[src/include/prs_consts.vh]
// Purpose: Constants for the reference switchover and divider block.
// Assumes: Register offsets are word indices; byte address is four times the index.
// Notes: All widths and reset values of the register map live here.
`ifndef PRS_CONSTS_VH
`define PRS_CONSTS_VH

`define PRS_IDX_W 14
`define PRS_IDX_SLEW 14'h0316
`define PRS_IDX_PBO 14'h0507
`define PRS_IDX_CTRL 14'h0A01
`define PRS_IDX_STAT 14'h0D00
`define PRS_IDX_PRIO 14'h0600
`define PRS_IDX_RDIV 14'h0610
`define PRS_IDX_SDIV 14'h0620
`define PRS_IDX_FRAC 14'h0630
`define PRS_PROF_MASK 14'h3FF8

`define PRS_SLEW_RST 16'h0000
`define PRS_PBO_RST 4'h0
`define PRS_CTRL_RST 4'h0
`define PRS_PRIO_RST 3'h0
`define PRS_RDIV_RST 30'h0000_0000
`define PRS_SDIV_RST 20'h0_0007
`define PRS_U_RST 10'h000
`define PRS_V_RST 10'h001

`define PRS_MODE_AUTO 2'b00
`define PRS_MODE_FALLBACK 2'b01
`define PRS_MODE_HOLDOVER 2'b10
`define PRS_MODE_MANUAL 2'b11

`define PRS_CTRL_MODE_LSB 3
`define PRS_PRIO_SEL_LSB 0
`define PRS_PRIO_PROM_LSB 4
`define PRS_FRAC_V_LSB 16

`endif
[src/design/prs_switchover.v]
// Purpose: Priority reference switchover, prescaler, feedback divider and phase path.
// Assumes: Reference samples, validity and profile table inputs are synchronous to clk.
// Notes: APB slave with zero wait states; loop filter reduced to an integrator.
//        A fresh reference preempts only past the active promoted priority.
//
// Implementation choice: register access over APB.
`timescale 1ns/1ps
`include "prs_consts.vh"

module prs_switchover #(
	parameter NREF = 4,
	parameter NPROF = 8,
	parameter ERR_W = 32
) (
	// System
	input wire clk,
	input wire rst,
	// APB slave
	input wire [15:0] paddr,
	input wire psel,
	input wire penable,
	input wire pwrite,
	input wire [31:0] pwdata,
	output reg [31:0] prdata,
	output wire pready,
	output wire pslverr,
	// Reference inputs and validation results
	input wire [NREF-1:0] ref_in,
	input wire [NREF-1:0] ref_valid,
	input wire [NREF-1:0] ref_assigned,
	input wire [3*NREF-1:0] ref_profile,
	// Synthesizer feedback and tuning
	input wire synth_tick,
	output reg [ERR_W-1:0] phase_err_word,
	output reg phase_err_valid,
	output reg [ERR_W-1:0] tune_word,
	// Switchover status
	output reg [1:0] active_ref,
	output reg holdover,
	output reg switch_pulse,
	output reg buildout_pulse
);

	// Register file.
	reg [15:0] slew_rate_limit_r;
	reg [3:0] buildout_switching_control_r;
	reg [3:0] ctrl_r;
	reg [2:0] sel_prio_r [0:NPROF-1];
	reg [2:0] prom_prio_r [0:NPROF-1];
	reg [29:0] rdiv_r [0:NPROF-1];
	reg [19:0] sdiv_r [0:NPROF-1];
	reg [9:0] u_r [0:NPROF-1];
	reg [9:0] v_r [0:NPROF-1];
	reg slewing_r;

	wire [`PRS_IDX_W-1:0] idx = paddr[15:2];
	wire [2:0] pidx = idx[2:0];
	wire [`PRS_IDX_W-1:0] pbase = idx & `PRS_PROF_MASK;
	// One decode line per register; profile registers share a base.
	wire hit_slew = idx == `PRS_IDX_SLEW;
	wire hit_pbo = idx == `PRS_IDX_PBO;
	wire hit_ctrl = idx == `PRS_IDX_CTRL;
	wire hit_stat = idx == `PRS_IDX_STAT;
	wire hit_prio = pbase == `PRS_IDX_PRIO;
	wire hit_rdiv = pbase == `PRS_IDX_RDIV;
	wire hit_sdiv = pbase == `PRS_IDX_SDIV;
	wire hit_frac = pbase == `PRS_IDX_FRAC;
	wire hit_prof = hit_prio || hit_rdiv || hit_sdiv || hit_frac;
	wire hit = hit_slew || hit_pbo || hit_ctrl || hit_stat || hit_prof;
	wire acc_en = psel && penable;
	wire wr_en = acc_en && pwrite && hit;
	// Mode sits above the user reference field in the stored control bits.
	wire [1:0] mode = ctrl_r[3:2];
	wire [1:0] user_ref = ctrl_r[1:0];

	assign pready = 1'b1;
	assign pslverr = acc_en && !hit;

	// Register writes land at the access edge; unmapped writes are dropped.
	integer k;
	always @(posedge clk or posedge rst) begin
		if (rst) begin
			slew_rate_limit_r <= `PRS_SLEW_RST;
			buildout_switching_control_r <= `PRS_PBO_RST;
			ctrl_r <= `PRS_CTRL_RST;
			for (k = 0; k < NPROF; k = k + 1) begin
				sel_prio_r[k] <= `PRS_PRIO_RST;
				prom_prio_r[k] <= `PRS_PRIO_RST;
				rdiv_r[k] <= `PRS_RDIV_RST;
				sdiv_r[k] <= `PRS_SDIV_RST;
				u_r[k] <= `PRS_U_RST;
				v_r[k] <= `PRS_V_RST;
			end
		end else if (wr_en) begin
			if (hit_slew) begin
				slew_rate_limit_r <= pwdata[15:0];
			end
			if (hit_pbo) begin
				buildout_switching_control_r <= pwdata[3:0];
			end
			if (hit_ctrl) begin
				ctrl_r <= {pwdata[4:3], pwdata[1:0]};
			end
			if (hit_prio) begin
				sel_prio_r[pidx] <= pwdata[`PRS_PRIO_SEL_LSB +: 3];
				prom_prio_r[pidx] <= pwdata[`PRS_PRIO_PROM_LSB +: 3];
			end
			if (hit_rdiv) begin
				rdiv_r[pidx] <= pwdata[29:0];
			end
			if (hit_sdiv) begin
				sdiv_r[pidx] <= pwdata[19:0];
			end
			if (hit_frac) begin
				u_r[pidx] <= pwdata[9:0];
				v_r[pidx] <= pwdata[`PRS_FRAC_V_LSB +: 10];
			end
		end
	end

	// Read data is combinational and only meaningful in the access phase.
	always @* begin
		prdata = 32'h0000_0000;
		if (idx == `PRS_IDX_SLEW)
			prdata = {16'h0000, slew_rate_limit_r};
		else if (idx == `PRS_IDX_PBO)
			prdata = {28'h000_0000, buildout_switching_control_r};
		else if (idx == `PRS_IDX_CTRL)
			prdata = {27'h000_0000, ctrl_r[3:2], 1'b0, ctrl_r[1:0]};
		else if (idx == `PRS_IDX_STAT)
			prdata = {26'h000_0000, slewing_r, holdover, 2'b00, active_ref};
		else if (pbase == `PRS_IDX_PRIO)
			prdata = {25'h000_0000, prom_prio_r[pidx], 1'b0, sel_prio_r[pidx]};
		else if (pbase == `PRS_IDX_RDIV)
			prdata = {2'b00, rdiv_r[pidx]};
		else if (pbase == `PRS_IDX_SDIV)
			prdata = {12'h000, sdiv_r[pidx]};
		else if (pbase == `PRS_IDX_FRAC)
			prdata = {6'h00, v_r[pidx], 6'h00, u_r[pidx]};
	end

	// Per-reference candidate status and priorities.
	wire [NREF-1:0] cand;
	wire [3*NREF-1:0] ref_sel;
	wire [3*NREF-1:0] ref_prom;
	reg [NREF-1:0] cand_d_r;
	wire [NREF-1:0] fresh;
	genvar g;
	generate
		for (g = 0; g < NREF; g = g + 1) begin : g_ref
			wire [2:0] prof = ref_profile[3*g +: 3];
			assign cand[g] = ref_valid[g] && ref_assigned[g];
			assign ref_sel[3*g +: 3] = sel_prio_r[prof];
			assign ref_prom[3*g +: 3] = prom_prio_r[prof];
			assign fresh[g] = cand[g] && !cand_d_r[g];
		end
	endgenerate

	// Candidate history marks references that have just become valid.
	always @(posedge clk or posedge rst) begin
		if (rst) begin
			cand_d_r <= {NREF{1'b0}};
		end else begin
			cand_d_r <= cand;
		end
	end

	// Best candidate by selection priority; descending scan lets low index win ties.
	reg [1:0] best_ref;
	reg best_ok;
	integer i;
	always @* begin
		best_ref = 2'd0;
		best_ok = 1'b0;
		for (i = NREF - 1; i >= 0; i = i - 1) begin
			if (cand[i] && (!best_ok || ref_sel[3*i +: 3] <= ref_sel[3*best_ref +: 3])) begin
				best_ref = i[1:0];
				best_ok = 1'b1;
			end
		end
	end

	// Target reference, evaluated every cycle.
	wire act_ok = !holdover && cand[active_ref];
	wire [2:0] act_prom = ref_prom[3*active_ref +: 3];
	reg preempt;
	integer j;
	// A fresh reference preempts only if it beats the promoted priority.
	always @* begin
		preempt = 1'b0;
		for (j = 0; j < NREF; j = j + 1) begin
			if (fresh[j] && ref_sel[3*j +: 3] < act_prom) begin
				preempt = 1'b1;
			end
		end
	end

	reg [1:0] tgt_ref;
	reg tgt_hold;
	always @* begin
		tgt_ref = active_ref;
		tgt_hold = holdover;
		case (mode)
			`PRS_MODE_AUTO, `PRS_MODE_FALLBACK: begin
				if (mode == `PRS_MODE_FALLBACK && cand[user_ref]) begin
					tgt_ref = user_ref;
					tgt_hold = 1'b0;
				end else if (!act_ok) begin
					tgt_ref = best_ref;
					tgt_hold = !best_ok;
				end else if (preempt && best_ok && ref_sel[3*best_ref +: 3] < act_prom) begin
					tgt_ref = best_ref;
					tgt_hold = 1'b0;
				end
			end
			`PRS_MODE_HOLDOVER: begin
				tgt_ref = user_ref;
				tgt_hold = !cand[user_ref];
			end
			`PRS_MODE_MANUAL: begin
				tgt_ref = user_ref;
				tgt_hold = 1'b0;
			end
			default: begin
				tgt_hold = 1'b1;
			end
		endcase
	end

	wire do_switch = !tgt_hold && (holdover || tgt_ref != active_ref);
	wire [2:0] new_sel = ref_sel[3*tgt_ref +: 3];
	wire new_main = {1'b0, new_sel} < buildout_switching_control_r;
	wire [2:0] act_prof = ref_profile[3*active_ref +: 3];

	// Pulses mark the cycle in which the new selection takes effect.
	always @(posedge clk or posedge rst) begin
		if (rst) begin
			active_ref <= 2'd0;
			holdover <= 1'b1;
			switch_pulse <= 1'b0;
			buildout_pulse <= 1'b0;
		end else begin
			active_ref <= tgt_ref;
			holdover <= tgt_hold;
			switch_pulse <= do_switch;
			buildout_pulse <= do_switch && !new_main;
		end
	end

	// Prescaler on the active reference, feedback divider on synthesizer ticks.
	reg ref_d_r;
	reg [29:0] rcnt_r;
	reg [20:0] fcnt_r;
	reg [9:0] facc_r;
	reg [31:0] time_r;
	reg [31:0] tref_r;
	reg ref_pulse_r;
	wire ref_rise = ref_in[active_ref] && !ref_d_r && !holdover;
	wire [10:0] facc_sum = {1'b0, facc_r} + {1'b0, u_r[act_prof]};
	wire fcarry = facc_sum >= {1'b0, v_r[act_prof]};
	wire [20:0] fterm = {1'b0, sdiv_r[act_prof]} + {20'h0_0000, fcarry};
	wire fb_pulse = synth_tick && (fcnt_r >= fterm);

	// Carry from the fraction accumulator stretches one feedback period.
	always @(posedge clk or posedge rst) begin
		if (rst) begin
			ref_d_r <= 1'b0;
			rcnt_r <= 30'h0000_0000;
			fcnt_r <= 21'h00_0000;
			facc_r <= 10'h000;
			time_r <= 32'h0000_0000;
			tref_r <= 32'h0000_0000;
			ref_pulse_r <= 1'b0;
		end else begin
			ref_d_r <= ref_in[active_ref];
			time_r <= time_r + 32'h0000_0001;
			ref_pulse_r <= 1'b0;
			if (ref_rise) begin
				if (rcnt_r >= rdiv_r[act_prof]) begin
					rcnt_r <= 30'h0000_0000;
					tref_r <= time_r;
					ref_pulse_r <= 1'b1;
				end else begin
					rcnt_r <= rcnt_r + 30'h0000_0001;
				end
			end
			if (synth_tick) begin
				if (fb_pulse) begin
					fcnt_r <= 21'h00_0000;
					facc_r <= fcarry ? facc_sum[9:0] - v_r[act_prof] : facc_sum[9:0];
				end else begin
					fcnt_r <= fcnt_r + 21'h00_0001;
				end
			end
		end
	end

	// Phase error in units of 1/V cycle, with the fractional residue removed.
	wire [31:0] diff = tref_r - time_r;
	wire [42:0] scaled = $signed(diff) * $signed({1'b0, v_r[act_prof]});
	wire [ERR_W-1:0] comp = scaled[ERR_W-1:0] - {{(ERR_W-10){1'b0}}, facc_r};
	reg [ERR_W-1:0] pbo_off_r;
	reg pbo_pend_r;
	reg have_ref_r;
	wire [ERR_W-1:0] rel = comp - pbo_off_r;
	wire [ERR_W-1:0] lim = {{(ERR_W-16){1'b0}}, slew_rate_limit_r};
	wire rel_neg = rel[ERR_W-1];
	wire [ERR_W-1:0] rel_mag = rel_neg ? -rel : rel;
	wire slew_on = slewing_r && (slew_rate_limit_r != 16'h0000);
	wire [ERR_W-1:0] clamped = (slew_on && rel_mag > lim) ? (rel_neg ? -lim : lim) : rel;

	always @(posedge clk or posedge rst) begin
		if (rst) begin
			pbo_off_r <= {ERR_W{1'b0}};
			pbo_pend_r <= 1'b0;
			slewing_r <= 1'b0;
			have_ref_r <= 1'b0;
			phase_err_word <= {ERR_W{1'b0}};
			phase_err_valid <= 1'b0;
			tune_word <= {ERR_W{1'b0}};
		end else begin
			phase_err_valid <= 1'b0;
			if (ref_pulse_r) begin
				have_ref_r <= 1'b1;
			end
			// A switch clears the reference history so stale samples are not compared.
			if (switch_pulse) begin
				pbo_pend_r <= buildout_pulse;
				if (!buildout_pulse) begin
					pbo_off_r <= {ERR_W{1'b0}};
				end
				slewing_r <= slew_rate_limit_r != 16'h0000;
				have_ref_r <= 1'b0;
			end else if (fb_pulse && have_ref_r && !holdover) begin
				if (pbo_pend_r) begin
					pbo_off_r <= comp;
					pbo_pend_r <= 1'b0;
				end else begin
					phase_err_word <= clamped;
					phase_err_valid <= 1'b1;
					tune_word <= tune_word + clamped;
					if (rel_mag <= lim) begin
						slewing_r <= 1'b0;
					end
				end
			end
		end
	end

endmodule

[config.mk]
export PLATFORM = sky130hd
export DESIGN_NAME = prs_switchover
export DESIGN_NICKNAME = d
export VERILOG_FILES = /design/src/design/prs_switchover.v
export VERILOG_INCLUDE_DIRS = /design/src /design/src/include
export SDC_FILE = /design/constraint.sdc
export NUM_CORES = 2
export LEC_CHECK = 0
export ABC_CLOCK_PERIOD_IN_PS = 24600
export BUFFER_PORTS_ARGS = -buffer_cell sky130_fd_sc_hd__buf_2
export CAP_MARGIN = 20
export CORE_MARGIN = 10
export CORE_UTILIZATION = 55
export DETAILED_ROUTE_END_ITERATION = 8
export GPL_ROUTABILITY_DRIVEN = 0
export PLACE_DENSITY = 0.74
export SYNTH_ARGS = -nofsm -noshare
export SYNTH_HDL_FRONTEND = slang
export SYNTH_SLANG_ARGS = --single-unit
export TNS_END_PERCENT = 100
[constraint.sdc]
create_clock -name clk -period 24.6 [get_ports clk]
set_input_delay 2.46 -clock clk [delete_from_list [all_inputs] [get_ports clk]]
set_output_delay 2.46 -clock clk [all_outputs]
set_load 0.01 [all_outputs]
==> impl_metrics.ini <==
[power_and_ir_drop]
p_leak_uw = 0.03137
power.density_nw_per_um2 = 69.84
vdd_drop_max_uv = 61.73

[timing]
finalSetupViolations = 0
hold_viol_final = 0
rsz0062_at_grt = false
max_freq_ghz = 0.04730
fin_crit_ns = 21.14
tightest_slew_ns = 1.172
min_period_over_period_pct = 85.95
tns_ns = 0
maxSlewHeadroom_pct = 21.13
drv_slew = 0
clock_skew_ns = 0.05116

[cts]
htreeDepth = 3
cts-root-buf = clkbuf_16
clock_latency_ns = 0.70
post_cts_resized = 0
cts_hold_buffers = 0
cts_tree = built
cts.sinks = 868
cts_buffer_depth = 3
cts_setup_buffers = 0
cts_made_buffers = 92
clk_pin_slew_ns = 0.06

[logic_synthesis]
syn_inst = 5614
synth_edf_count = 0
ys_types = 94
avgSynthCellArea_um2 = 10.80
synth-seq-area-share_pct = 35.89
ys_ff_latch = 868
syn_area_um2 = 60640
synth-async-reset-ratio_pct = 100.0
synth-main-ff-cell = dfrtp_1
yosysWarnings = 0

[floorplanning]
die_h_um = 352.0
dieArea_um2 = 123900
fp.coreArea_um2 = 109200
start_util_pct = 55.55
die_w_um = 352.0
num_rows = 121
ios = 182

[layout]
multi_input_area_um2 = 36000
register_area_um2 = 21760
fillers = 8601
final_nets = 6214
area_delta_synth_final_pct = 9.395
final_layout_size_suffix_gt1_share_pct = 24.72
design_area_um2 = 66330

[worst_setup_path]
cp_common_cell = o21ai_0
cp-start-kind = input port
crit_type = input port to flop
cp-end-kind = flop
critical_path.slowest_cell = mux4_4
path_delay_family = compound AO/OA/AOI/OAI gates
cp.arrival_ns = 21.67
critPathMaxFanout = 43
slowest_delay_ns = 1.05
critPathRequiredTime_ns = 25.13
crit_buf_inv = 6

[job]
max_cap_viol_count = 0

[detailed_routing]
ant_nets = 0
drt_first_iter_violations = 4808
drt-pass1-iter-count = 6
avgViaCountPerCell = 6.475
avgRoutedWirePerCell_um = 24.20
post-route-drc-count = 0
drt-total-wl_um = 174200
vias = 46620

[grt]
grt_pass1_vias = 46940
grt_use_total_pct = 27.38
grt_max_degree = 178
antenna_found_initial = 23
grt_pass1_wl_um = 272700
gr-total-overflow = 0

[worst_hold_path]
hold_path.class = flop to flop

[placed_design]
dpl.hpwl_um = 115900
io_buffers = 174
placed_area_um2 = 62940

[run_status]
status = complete, no violations
[state kept, by name, summed over array words and instances, names as in the netlist, 21 cells and up]
signal and count:
rdiv_r 240, sdiv_r 160, u_r 80, v_r 80
pbo_off_r 32, phase_err_word 32, time_r 32, tref_r 32
tune_word 32, rcnt_r 30, prom_prio_r 24, sel_prio_r 24
fcnt_r 21
[power by group]
| group | switching [uW] | internal, uW | leakage, uW |
|---|---|---|---|
| combinational | 931 | 606 | 0.0179 |
| clock | 624 | 929 | 0.00164 |
| sequential | 52.9 | 1490 | 0.0119 |
[Yosys cell counts, types with 68 or more instances]
cell type	count	area (um^2)
dfrtp_1	835	20900
mux2_2	711	8006
nand2_1	508	1907
inv_1	478	1794
o22ai_1	267	1670
ha_1	264	3303
nor2_1	252	945.9
fa_1	233	4664
clkbuf_1	218	818.3
mux4_2	198	4459
xnor2_1	170	1489
a21oi_1	147	735.7
o21ai_0	147	735.7
buf_1	92	345.3
mux2i_1	77	770.7
xor2_1	75	656.9
nand3_1	74	370.4
nor4_1	74	462.9
a21o_1	68	510.5
[worst register-to-register path, delay by kind of cell (launching register included)]
family | cells | cell delay (ns)
mux | 4 | 2.47
xor+xnor | 3 | 0.50
compound gates | 41 | 8.57
flops | 1 | 0.90
buf+inv | 5 | 0.82
simple gates | 11 | 2.62
fa+ha+maj | 10 | 3.80
[final timing paths]
| kind | startpoint | cells past startpoint | slack [ns] | endpoint |
|---|---|---|---|---|
| min in group asynchronous | rst | 2 | 1.86 | ctrl_r[1] |
| max in group asynchronous | rst | 5 | 19.56 | u_r[36] |
| hold reg to reg | tune_word[31] | 1 | 0.46 | tune_word[31] |
| setup reg to reg | active_ref[1] | 74 | 4.71 | tune_word[30] |
| setup / recovery | ref_profile[6] | 75 | 3.46 | tune_word[30] |
| hold / removal | tune_word[31] | 1 | 0.46 | tune_word[31] |
[layer usage]
metal  wire [um]  global-route usage [%]  up-vias
met5         131                       0        -
met4        9031                   13.34       20
met3       15680                   5.751      534
met2       82000                   44.15     2306
met1       67370                   34.96    23560
li1            -                       -    20200
[cell type report]
cell class / count / share of cell area [%]
Antenna cell: 9 / 0.03395
Clock buffer: 131 / 3.963
Clock inverter: 39 / 1.122
Inverter: 479 / 2.716
Multi-Input combinational cell: 3942 / 54.28
Sequential cell: 868 / 32.81
Tap cell: 1476 / 2.784
Timing Repair Buffer: 256 / 2.297
[layout by cell type, fill, tap and decap left out, drive strengths merged, types with 20 or more instances in the layout]
cell    instances
buf           256
mux2i          87
xor2           75
nand2         508
ha            264
a22o           40
and2           32
a21oi         147
a211oi         20
xnor2         170
fa            233
and3           35
dfstp          33
o21ai         154
inv           479
nand4          45
nand2b         40
a22oi          30
nor2b          26
nand3          74
or3            24
a21o           68
mux2          712
clkbuf        131
nor4           74
o22ai         267
o21a           46
dfrtp         835
mux4          200
nor2          253
nor3           50
[through the flow]
step                hold slack, ns  power, uW  util, %  setup WS [ns]  cells
finish                      0.4640       4633    60.77          3.457   7200
floorplan                   0.4286       2655        -          5.333   5615
detailed placement          0.4575       3080    57.66          2.972   7021
global route                0.4833       4864    60.75          1.841   7191
CTS                         0.4693       4634    60.75          3.581   7191
global placement            0.4546       3041    57.65          3.224   7020
[kinds of logic (layout without fill, tap and decap cells)]
family | count (synthesis) | count (layout) | share of synthesized area, %
AO/OA/AOI/OAI | 968 | 968 | 10.60
XOR/XNOR | 249 | 249 | 3.689
adder cells (fa/ha/maj) | 497 | 497 | 13.14
buffers and inverters | 805 | 905 | 5.060
flip-flops | 868 | 868 | 35.89
multiplexers | 999 | 999 | 22.16
other | 2 | 12 | 0.01239
AND/OR/NAND/NOR | 1226 | 1226 | 9.449
Power figures use the tool's default switching activity.
